==> config.mk <==
export PLATFORM = sky130hd
export DESIGN_NAME = radio_irq_source_mux
export DESIGN_NICKNAME = d
export VERILOG_FILES = /design/src/rtl/radio_irq_pkg.sv /design/src/rtl/radio_irq_source_mux.sv /design/src/rtl/irq_source_mux.sv
export VERILOG_INCLUDE_DIRS = /design/src /design/src/rtl
export SDC_FILE = /design/constraint.sdc
export NUM_CORES = 1
export LEC_CHECK = 0
export BUFFER_PORTS_ARGS = -buffer_cell sky130_fd_sc_hd__buf_2
export CAP_MARGIN = 30
export CORE_UTILIZATION = 44
export DETAILED_ROUTE_END_ITERATION = 16
export PLACE_DENSITY = 0.89
export SLEW_MARGIN = 30
export SYNTH_ARGS = -nofsm -noshare
export SYNTH_HDL_FRONTEND = slang
export SYNTH_HIERARCHICAL = 1
export SYNTH_SLANG_ARGS = --single-unit
==> constraint.sdc <==
create_clock -name CORE_CLK -period 2.71 [get_ports CORE_CLK]
set_clock_uncertainty 0.15 [all_clocks]
set_input_delay 0.271 -clock CORE_CLK [delete_from_list [all_inputs] [get_ports CORE_CLK]]
set_output_delay 0.271 -clock CORE_CLK [all_outputs]
set_load 0.05 [all_outputs]
==> src/rtl/radio_irq_map.svh <==
// Selection codes, flag positions and routing codes of the interrupt mux
`ifndef RADIO_IRQ_MAP_SVH
`define RADIO_IRQ_MAP_SVH

`define SEL_RX_ACTIVE     5'h00
`define SEL_TX_ACTIVE     5'h01
`define SEL_SIGNAL_VALID  5'h02
`define SEL_PREAMBLE      5'h03
`define SEL_SYNC          5'h04
`define SEL_NODE          5'h05
`define SEL_CRC           5'h06
`define SEL_PKT_RECEIVED  5'h07
`define SEL_SLEEP_TMO     5'h08
`define SEL_RECEIVE_TIMEOUT_FLAG        5'h09
`define SEL_TX_DONE       5'h0a
`define SEL_RXQ_NONEMPTY  5'h0b
`define SEL_RXQ_LEVEL     5'h0c
`define SEL_RXQ_FULL      5'h0d
`define SEL_RXQ_BYTE      5'h0e
`define SEL_RXQ_OVERFLOW  5'h0f
`define SEL_TXQ_NONEMPTY  5'h10
`define SEL_TXQ_LEVEL     5'h11
`define SEL_TXQ_FULL      5'h12
`define SEL_STANDBY       5'h13
`define SEL_SYNTH         5'h14
`define SEL_RECEIVE       5'h15
`define SEL_TRANSMIT      5'h16
`define SEL_LOW_BATTERY   5'h17
`define SEL_BUSY          5'h18
`define SEL_PKT_FINISHED  5'h19
`define SEL_LAST          5'h19

// Latched flag positions
`define LF_PREAMBLE      0
`define LF_SYNC          1
`define LF_NODE          2
`define LF_CRC           3
`define LF_PKT_RECEIVED  4
`define LF_SLEEP_TMO     5
`define LF_RECEIVE_TIMEOUT_FLAG        6
`define LF_TX_DONE       7
`define LF_PKT_FINISHED  8
`define LF_COUNT         9

// Pin routing codes
`define ROUTE_NONE  2'h0
`define ROUTE_A     2'h1
`define ROUTE_B     2'h2

`endif

==> src/rtl/radio_irq_pkg.sv <==
// Types shared by the radio interrupt source mux
package radio_irq_pkg;

  typedef enum logic [2:0]
  {
    sleep_state,
    standby_state,
    receive_synth_state,
    transmit_synth_state,
    receive_state,
    transmit_state
  } radio_state_t;

  // One-cycle event pulses from the radio core
  typedef struct packed {
    logic preamble_found;
    logic sync_found;
    logic node_found;
    logic crc_passed;
    logic packet_complete;
    logic sleep_timeout;
    logic receive_timeout;
    logic transmit_done;
    logic manchester_error;
    logic node_mismatch;
    logic signal_conflict;
  } radio_event_t;

  // Levels from FIFOs, detectors and synthesiser
  typedef struct packed {
    logic rxq_nonempty;
    logic rxq_over_level;
    logic rxq_full;
    logic rxq_byte_written_pulse;
    logic rxq_overflow_flag;
    logic txq_nonempty;
    logic txq_over_level;
    logic txq_full;
    logic low_battery_flag;
    logic signal_strength_valid;
    logic cal_toward_rx;
    logic cal_toward_tx;
  } radio_level_t;

endpackage

==> src/rtl/radio_irq_source_mux.sv <==
// Interrupt flag latching, source muxes and pin routing of the radio
`timescale 1ns/1ns
`include "radio_irq_map.svh"
// Notes on behaviour
// - Packet-received code shows a latched flag set on a complete packet.
// - Sleep-timer code shows a latched flag set on sleep counter timeout.
// - Receive-timeout code shows a latched flag set on receive counter expiry.
// - Transmit-done code shows a latched flag set when transmission ends.
// - Receive queue non-empty code follows the queue level directly.
// - Receive queue level code follows the over-threshold level.
// - Receive queue full code follows the full level.
// - Byte-written code gives one pulse per byte written to receive queue.
// - Receive overflow code follows the overflow level.
// - Transmit queue non-empty code follows the queue level.
// - Transmit queue level code follows the over-threshold level.
// - Transmit queue full code follows the full level.
// - Four codes mirror standby, synthesiser, receive and transmit states.
// - Low battery code follows the detector level.
// - Busy code is high in calibration, receive and transmit, else low.
// - Packet-finished flag latches on packet, decode, node or conflict.
// - Decode or node errors restart decoder; conflict halts it until resumed.
// - Outputs active high; polarity bit set makes all active low.
// - Both outputs share codes and behaviour, each with its own select.
// - Codes 0 and 1 show receive and transmit activity; 2 signal validity.
// - Codes 3 to 6 show latched preamble, sync, node, CRC flags.
// - Each pin may carry either interrupt output as configured.
module radio_irq_source_mux
  import radio_irq_pkg::*;
#(
  parameter int SEL_W = 5,
  parameter int GPIO_COUNT = 3
)
(
  // Clock and reset
  input wire logic CORE_CLK,
  input wire logic RST_N,
  // Radio core events, levels and state
  input wire radio_event_t EVENTS,
  input wire radio_level_t LEVELS,
  input wire radio_state_t RADIO_STATE,
  // Source selection and polarity
  input wire logic [SEL_W-1:0] IRQ_OUT_A_SOURCE_SELECT,
  input wire logic [SEL_W-1:0] IRQ_OUT_B_SOURCE_SELECT,
  input wire logic IRQ_POLARITY_INVERT,
  // Software clear strobes
  input wire logic [`LF_COUNT-1:0] FLAG_CLEAR,
  input wire logic DECODER_RESUME,
  // Pin routing, two bits per pin
  input wire logic [2*GPIO_COUNT-1:0] GPIO_ROUTE,
  // Interrupt outputs
  output logic IRQ_OUT_A,
  output logic IRQ_OUT_B,
  output logic [`LF_COUNT-1:0] FLAG_STATUS,
  // Decoder control
  output logic DECODER_RESTART,
  output logic DECODER_HALTED,
  // Pin drive
  output logic [GPIO_COUNT-1:0] GPIO_IRQ_OUT,
  output logic [GPIO_COUNT-1:0] GPIO_IRQ_OE
);

  localparam int SRC_N = 1 << SEL_W;

  typedef struct packed {
    logic [1:0] irq;
    logic [`LF_COUNT-1:0] flags;
    logic halted;
    logic restart;
    logic [GPIO_COUNT-1:0] gpio;
    logic [GPIO_COUNT-1:0] gpio_oe;
  } state_t;

  state_t cur_q;
  state_t nxt_d;
  logic [SRC_N-1:0] src;
  logic [`LF_COUNT-1:0] flag_set;
  logic [1:0] mux_level;
  logic [SEL_W-1:0] sel [2];
  logic in_receive;
  logic in_transmit;
  logic [1:0] route;

  assign in_receive = (RADIO_STATE == receive_state);
  assign in_transmit = (RADIO_STATE == transmit_state);
  assign sel[0] = IRQ_OUT_A_SOURCE_SELECT;
  assign sel[1] = IRQ_OUT_B_SOURCE_SELECT;

  // Source vector indexed by selection code
  always_comb
  begin
    src = '0;
    src[`SEL_RX_ACTIVE] = LEVELS.cal_toward_rx | in_receive;
    src[`SEL_TX_ACTIVE] = LEVELS.cal_toward_tx | in_transmit;
    src[`SEL_SIGNAL_VALID] = LEVELS.signal_strength_valid;
    src[`SEL_PREAMBLE] = cur_q.flags[`LF_PREAMBLE];
    src[`SEL_SYNC] = cur_q.flags[`LF_SYNC];
    src[`SEL_NODE] = cur_q.flags[`LF_NODE];
    src[`SEL_CRC] = cur_q.flags[`LF_CRC];
    src[`SEL_PKT_RECEIVED] = cur_q.flags[`LF_PKT_RECEIVED];
    src[`SEL_SLEEP_TMO] = cur_q.flags[`LF_SLEEP_TMO];
    src[`SEL_RECEIVE_TIMEOUT_FLAG] = cur_q.flags[`LF_RECEIVE_TIMEOUT_FLAG];
    src[`SEL_TX_DONE] = cur_q.flags[`LF_TX_DONE];
    src[`SEL_RXQ_NONEMPTY] = LEVELS.rxq_nonempty;
    src[`SEL_RXQ_LEVEL] = LEVELS.rxq_over_level;
    src[`SEL_RXQ_FULL] = LEVELS.rxq_full;
    src[`SEL_RXQ_BYTE] = LEVELS.rxq_byte_written_pulse;
    src[`SEL_RXQ_OVERFLOW] = LEVELS.rxq_overflow_flag;
    src[`SEL_TXQ_NONEMPTY] = LEVELS.txq_nonempty;
    src[`SEL_TXQ_LEVEL] = LEVELS.txq_over_level;
    src[`SEL_TXQ_FULL] = LEVELS.txq_full;
    src[`SEL_STANDBY] = (RADIO_STATE == standby_state);
    src[`SEL_SYNTH] = (RADIO_STATE == receive_synth_state) |
                      (RADIO_STATE == transmit_synth_state);
    src[`SEL_RECEIVE] = in_receive;
    src[`SEL_TRANSMIT] = in_transmit;
    src[`SEL_LOW_BATTERY] = LEVELS.low_battery_flag;
    src[`SEL_BUSY] = LEVELS.cal_toward_rx | LEVELS.cal_toward_tx |
                     in_receive | in_transmit;
    src[`SEL_PKT_FINISHED] = cur_q.flags[`LF_PKT_FINISHED];
  end

  // Same mux for both outputs, separate selects
  for (genvar i = 0; i < 2; i++)
  begin : g_out
    irq_source_mux #(
      .SEL_W(SEL_W)
    ) u_mux (
      .sources(src),
      .select(sel[i]),
      .invert(IRQ_POLARITY_INVERT),
      .level(mux_level[i])
    );
  end

  // Flag set terms from events
  always_comb
  begin
    flag_set = '0;
    flag_set[`LF_PREAMBLE] = EVENTS.preamble_found;
    flag_set[`LF_SYNC] = EVENTS.sync_found;
    flag_set[`LF_NODE] = EVENTS.node_found;
    flag_set[`LF_CRC] = EVENTS.crc_passed;
    flag_set[`LF_PKT_RECEIVED] = EVENTS.packet_complete;
    flag_set[`LF_SLEEP_TMO] = EVENTS.sleep_timeout;
    flag_set[`LF_RECEIVE_TIMEOUT_FLAG] = EVENTS.receive_timeout;
    flag_set[`LF_TX_DONE] = EVENTS.transmit_done;
    flag_set[`LF_PKT_FINISHED] = EVENTS.packet_complete |
                                 EVENTS.manchester_error |
                                 EVENTS.node_mismatch |
                                 EVENTS.signal_conflict;
  end

  always_comb
  begin
    route = `ROUTE_NONE;
    nxt_d = cur_q;
    // Set beats clear in the same cycle
    nxt_d.flags = flag_set | (cur_q.flags & ~FLAG_CLEAR);
    nxt_d.restart = EVENTS.manchester_error | EVENTS.node_mismatch;
    nxt_d.halted = EVENTS.signal_conflict |
                   (cur_q.halted & ~DECODER_RESUME);
    nxt_d.irq = mux_level;
    for (int p = 0; p < GPIO_COUNT; p++)
    begin
      route = GPIO_ROUTE[2*p +: 2];
      nxt_d.gpio[p] = (route == `ROUTE_A) ? mux_level[0] :
                      (route == `ROUTE_B) ? mux_level[1] :
                      1'b0;
      nxt_d.gpio_oe[p] = (route == `ROUTE_A) |
                         (route == `ROUTE_B);
    end
  end

  always_ff @(posedge CORE_CLK or negedge RST_N)
  begin
    if (!RST_N)
    begin
      cur_q <= '0;
    end
    else
    begin
      cur_q <= nxt_d;
    end
  end

  assign IRQ_OUT_A = cur_q.irq[0];
  assign IRQ_OUT_B = cur_q.irq[1];
  assign FLAG_STATUS = cur_q.flags;
  assign DECODER_RESTART = cur_q.restart;
  assign DECODER_HALTED = cur_q.halted;
  assign GPIO_IRQ_OUT = cur_q.gpio;
  assign GPIO_IRQ_OE = cur_q.gpio_oe;

  // Checks

  property p_pkt_received_irq;
    @(posedge CORE_CLK) disable iff (!RST_N)
    (EVENTS.packet_complete &&
     IRQ_OUT_A_SOURCE_SELECT == `SEL_PKT_RECEIVED &&
     !IRQ_POLARITY_INVERT) ##1
    ($stable(IRQ_OUT_A_SOURCE_SELECT) && !IRQ_POLARITY_INVERT)
    |=> IRQ_OUT_A;
  endproperty
  a_pkt_received_irq: assert property (p_pkt_received_irq)
    else $error("packet received event did not reach output a");

  property p_sleep_flag_holds;
    @(posedge CORE_CLK) disable iff (!RST_N)
    (FLAG_STATUS[`LF_SLEEP_TMO] && !FLAG_CLEAR[`LF_SLEEP_TMO])
    |=> FLAG_STATUS[`LF_SLEEP_TMO];
  endproperty
  a_sleep_flag_holds: assert property (p_sleep_flag_holds)
    else $error("sleep timeout flag dropped without clear");

  property p_receive_timeout_flag_set_wins;
    @(posedge CORE_CLK) disable iff (!RST_N)
    (EVENTS.receive_timeout && FLAG_CLEAR[`LF_RECEIVE_TIMEOUT_FLAG])
    |=> FLAG_STATUS[`LF_RECEIVE_TIMEOUT_FLAG];
  endproperty
  a_receive_timeout_flag_set_wins: assert property (p_receive_timeout_flag_set_wins)
    else $error("receive timeout lost against clear");

  property p_tx_done_clears;
    @(posedge CORE_CLK) disable iff (!RST_N)
    (FLAG_CLEAR[`LF_TX_DONE] && !EVENTS.transmit_done)
    |=> !FLAG_STATUS[`LF_TX_DONE];
  endproperty
  a_tx_done_clears: assert property (p_tx_done_clears)
    else $error("transmit done flag not cleared");

  property p_rxq_nonempty_follows;
    @(posedge CORE_CLK) disable iff (!RST_N)
    (IRQ_OUT_A_SOURCE_SELECT == `SEL_RXQ_NONEMPTY)
    |=> IRQ_OUT_A == ($past(LEVELS.rxq_nonempty) ^
                      $past(IRQ_POLARITY_INVERT));
  endproperty
  a_rxq_nonempty_follows: assert property (p_rxq_nonempty_follows)
    else $error("output a does not follow receive queue level");

  property p_byte_pulse;
    @(posedge CORE_CLK) disable iff (!RST_N)
    (IRQ_OUT_B_SOURCE_SELECT == `SEL_RXQ_BYTE && !IRQ_POLARITY_INVERT &&
     LEVELS.rxq_byte_written_pulse) ##1
    ($stable(IRQ_OUT_B_SOURCE_SELECT) && !IRQ_POLARITY_INVERT &&
     !LEVELS.rxq_byte_written_pulse)
    |-> IRQ_OUT_B ##1 !IRQ_OUT_B;
  endproperty
  a_byte_pulse: assert property (p_byte_pulse)
    else $error("byte written pulse not one cycle on output b");

  property p_standby_level;
    @(posedge CORE_CLK) disable iff (!RST_N)
    (IRQ_OUT_B_SOURCE_SELECT == `SEL_STANDBY && !IRQ_POLARITY_INVERT &&
     RADIO_STATE == standby_state) |=> IRQ_OUT_B;
  endproperty
  a_standby_level: assert property (p_standby_level)
    else $error("standby state not shown on output b");

  property p_busy_inverted;
    @(posedge CORE_CLK) disable iff (!RST_N)
    (IRQ_OUT_A_SOURCE_SELECT == `SEL_BUSY && IRQ_POLARITY_INVERT &&
     RADIO_STATE == transmit_state) |=> !IRQ_OUT_A;
  endproperty
  a_busy_inverted: assert property (p_busy_inverted)
    else $error("busy level wrong under inverted polarity");

  property p_conflict_halts;
    @(posedge CORE_CLK) disable iff (!RST_N)
    EVENTS.signal_conflict
    |=> (DECODER_HALTED && FLAG_STATUS[`LF_PKT_FINISHED] &&
         !DECODER_RESTART);
  endproperty
  a_conflict_halts: assert property (p_conflict_halts)
    else $error("conflict did not halt decoder and flag packet");

  property p_error_restarts;
    @(posedge CORE_CLK) disable iff (!RST_N)
    (EVENTS.manchester_error || EVENTS.node_mismatch)
    |=> (DECODER_RESTART && FLAG_STATUS[`LF_PKT_FINISHED]);
  endproperty
  a_error_restarts: assert property (p_error_restarts)
    else $error("decode error did not restart decoder");

  property p_undefined_inactive;
    @(posedge CORE_CLK) disable iff (!RST_N)
    (IRQ_OUT_A_SOURCE_SELECT > SEL_W'(`SEL_LAST))
    |=> IRQ_OUT_A == $past(IRQ_POLARITY_INVERT);
  endproperty
  a_undefined_inactive: assert property (p_undefined_inactive)
    else $error("undefined code drove output a active");

  property p_pin_route_b;
    @(posedge CORE_CLK) disable iff (!RST_N)
    (GPIO_ROUTE[1:0] == `ROUTE_B)
    |=> (GPIO_IRQ_OE[0] && GPIO_IRQ_OUT[0] == IRQ_OUT_B);
  endproperty
  a_pin_route_b: assert property (p_pin_route_b)
    else $error("pin 0 does not carry output b");

  c_pkt_finished: cover property (@(posedge CORE_CLK) disable iff (!RST_N)
    IRQ_OUT_A_SOURCE_SELECT == `SEL_PKT_FINISHED ##1 IRQ_OUT_A);
  c_clear_after_set: cover property (@(posedge CORE_CLK)
    disable iff (!RST_N)
    FLAG_STATUS[`LF_PKT_RECEIVED] ##1 !FLAG_STATUS[`LF_PKT_RECEIVED]);
  c_resume: cover property (@(posedge CORE_CLK) disable iff (!RST_N)
    DECODER_HALTED ##1 !DECODER_HALTED);
  c_inverted_b: cover property (@(posedge CORE_CLK) disable iff (!RST_N)
    IRQ_POLARITY_INVERT && !IRQ_OUT_B);

endmodule

==> src/rtl/irq_source_mux.sv <==
// One interrupt output: source selection with polarity
`timescale 1ns/1ns
`include "radio_irq_map.svh"
module irq_source_mux
  import radio_irq_pkg::*;
#(
  parameter int SEL_W = 5
)
(
  // Candidate sources, indexed by selection code
  input wire logic [(1<<SEL_W)-1:0] sources,
  // Selection and polarity
  input wire logic [SEL_W-1:0] select,
  input wire logic invert,
  // Selected level after polarity
  output logic level
);

  logic defined;

  assign defined = (select <= SEL_W'(`SEL_LAST));
  // Codes beyond the table read inactive
  assign level = (defined & sources[select]) ^ invert;

endmodule

* Word level (Yosys, flattened, before mapping)
Index checks and enable logic that the tools add are counted.
Word-level totals: register bits 19, latch bits 0, RAM bits 0, bits in read-only memories 0, bits of input ports 55, output and inout port bits 19, memories kept 0
Operators by class: $add $sub $neg 0, $mul 0, divide/modulo/power cells 0, magnitude comparators 4, equal/unequal tests 11, shift operators 0, mux-type cells 10, bitwise gates (word level) 23, reduce and logical (&&, ||, !) cells 0
Operators with widths (number):
- OR 1 bit | 14
- < comparator 5 x 6 -> 1 bit, second input constant | 2
- binary-select mux 1 bit (select 5 bit) | 2
- <= comparator 5 bit, second input constant | 2
- bitwise AND 9 bit | 1
- inverter 9 bit | 1
- OR 9 bit | 1
- two-way mux 1 bit | 8
- equality test 2 x 1 -> 1 bit, second input constant | 3
- equality test 2 bit, second input constant | 3
- equality test 3 x 2 -> 1 bit, second input constant | 2
- equality test 3 bit, second input constant | 2
- bitwise AND 1 bit | 3
- equality test 3 x 1 -> 1 bit, second input constant | 1
- XOR 1 bit | 2
- inverter 1 bit | 1

* Depth between registers and ports, before layout
depth in word-level cells 9, depth in mapped cells 9

* Modules after synthesis
Netlist, hierarchy kept.
By module, submodules not included:
- radio_irq_source_mux | times used 1, cells an instance 83, area each 872.1 um2
- irq_source_mux | times used 2, cells an instance 16, area each 245.2 um2

* Worst setup path after synthesis
Ideal clock, no wire load.
path type input -> register, from input RADIO_STATE[2], to register cur_q, in the netlist GPIO_IRQ_OUT[0], setup time 83 ps, arrival time 1992 ps, data required time 2477 ps, slack 485 ps, cell stages on the path 8, cell sequence nor2b_1 a21o_1 mux4_1 mux4_2 o21ai_2 xnor2_1 nand2_1 o21ai_0
RTL lines:
- from (decl) | line radio_irq_source_mux.sv:40 | input wire radio_state_t RADIO_STATE,
- to (signal assigned) | line radio_irq_source_mux.sv:182 | cur_q <= nxt_d;
- to (decl) | line radio_irq_source_mux.sv:73 | state_t cur_q;

==> out/metrics.yaml <==
cts_max_level: 1
worstSetupPathDepth: 6
fp-row-count: 19
avgSynthCellArea_um2: 11.9
fin_cells: 217
dpl_worst_slack_ps: 191
postLayoutCoreUtil_pct: 62.6
worstPathArrival_ps: 2360
powerDensity_nw_per_um2: 419
totalNegativeSetupSlack_ps: 0
crit_fanout: 4
max_cap_violations: 0
hold_path_class: "input pin to register"
die_y_um: 57.6
chipWidth_um: 57.6
core_um2: 2830
yosysWarnings: 6
grt_start_max_net_pins: 20
period_share_pct: 84.7
cp_cell_sequence: "mux4_1 -> mux4_2 -> o21ai_2 -> xnor2_1 -> nand2_1 -> o21ai_0"
track_usage_pct: 19.9
critPathTopFamily: "multiplexers"
maxSlewViolCount: 0
firstDrtPassIters: 9
placed_cell_area_um2: 1670
layout.nets: 248
cts_num_sinks: 19
fin_area_um2: 1770
crit_type: "register to register"
setup_viol: 0
vias: 1119
syn_nets: 175
grt_pass1_vias: 1142
max_freq_mhz: 436
max-slew-margin-rel_pct: 72.3
r2r_cells: 6
clkTransAtPathRegs_ps: 100
cp_data_required_time_ps: 2770
grt_pass1_wl_um: 4870
first_iter_violations: 22
vias_per_cell: 5.16
drive_gt1_share_pct: 44.1
dieArea_um2: 3310
end_kind: "register"
route.detailed.wl_per_inst_um: 14.1
area_delta_synth_final_pct: 30.4
hpwl_um: 2460
postRouteAntennaNets: 0
pin_count: 74
rsz0062_at_grt: "false"
irDropWorstVdd_mv: 0.271
antenna_found_initial: 0
totalWireLength_um: 3070
worstSetupStartpointType: "register"
fill_cells: 240
clk_latency_ps: 290
cts_root_buf: "clkbuf_4"
numCtsBuffers: 3
cts_tree: "yes"
period_minus_slack_ps: 2300
cts_resized: 0
violations: "DRC"
grt-ovfl-total: 0
hold_ws_ps: 12.5
syn_inst: 114
total_leakage_power_nw: 0.948
cts.path.max_buffers: 2
netlist_area_um2: 1360
hold_path_depth: 2
dp_cells: 205
routabilityCongestion: 0.845
crit_buf_inv: 0
cp_slowest_cell: "mux4_1"
diodes: 0
outcome: "finished, violations left"
final_hold_viol_count: 0
start_util_pct: 48.0
slowest_delay_ps: 550
worstMarginPinSlew_ps: 415
drc: 4
port_buffers: 73
worst_slack_ps: 415
total_power_mw: 0.743
## final timing paths
check	startpoint	end	slack, ps
max in group asynchronous	RST_N	FLAG_STATUS[3]$_DFF_PN0_	1840
max	FLAG_STATUS[2]$_DFF_PN0_	GPIO_IRQ_OUT[0]$_DFF_PN0_	410
min in group asynchronous	RST_N	GPIO_IRQ_OUT[0]$_DFF_PN0_	280
max reg2reg	FLAG_STATUS[2]$_DFF_PN0_	GPIO_IRQ_OUT[0]$_DFF_PN0_	410
min	EVENTS[7]	FLAG_STATUS[3]$_DFF_PN0_	10
min reg2reg	DECODER_HALTED$_DFF_PN0_	DECODER_HALTED$_DFF_PN0_	340
## cells in the final DEF, fill, tap and decap left out
cell type and count:
or4_1 1, nor2_1 3, nor2b_1 3, clkbuf_1 1
nor3b_1 1, or3_1 1, mux4_1 10, nand2_1 8
and2_1 1, xnor2_1 2, clkbuf_4 3, mux4_2 4
ha_1 6, o21ai_0 3, or2_1 1, o21bai_1 1
nand2b_1 1, buf_2 73, mux2i_1 4, o21ai_2 2
o221ai_1 2, inv_1 18, dlygate4sd3_1 8, a21o_1 10
dfrtp_1 19
## state kept, by name, indices dropped and copies added (netlist names)
name             cells
FLAG_STATUS          9
GPIO_IRQ_OE          3
GPIO_IRQ_OUT         3
DECODER_HALTED       1
DECODER_RESTART      1
IRQ_OUT_A            1
IRQ_OUT_B            1
## power by group
group,switching (mW),internal (mW)
Clock,0.0823,0.0572
Combinational,0.171,0.113
Sequential,0.0117,0.308
## layout make-up
class,instances,area [um^2],share of cell area [%]
Clock buffer,4,26.3,1.48
Inverter,18,67.6,3.81
Multi-Input combinational cell,64,718,40.5
Sequential cell,19,475,26.8
Tap cell,31,38.8,2.19
Timing Repair Buffer,81,445,25.1
## worst reg2reg max path, cell delays in order, from the launching register on
cell,delay (ps)
dfrtp_1,420
mux4_1,550
mux4_2,490
o21ai_2,130
xnor2_1,210
nand2_1,90
o21ai_0,170
## routing by layer
metal	track usage, %	vias up	wire length, um
met1	21.4	527	1210
met2	38.2	46	1610
li1	-	544	-
met3	5.67	2	229
met4	4.18	0	17
met5	0	-	0
## what timing repair did
| item | in CTS | in global routing |
|---|---|---|
| endpoints found under the hold margin | 25 | 1 |
| hold buffers | 7 | 1 |
| setup endpoints to repair | 0 | 0 |
| buffers inserted | 0 | 0 |
No activity file was read; power rests on OpenSTA's default activity.
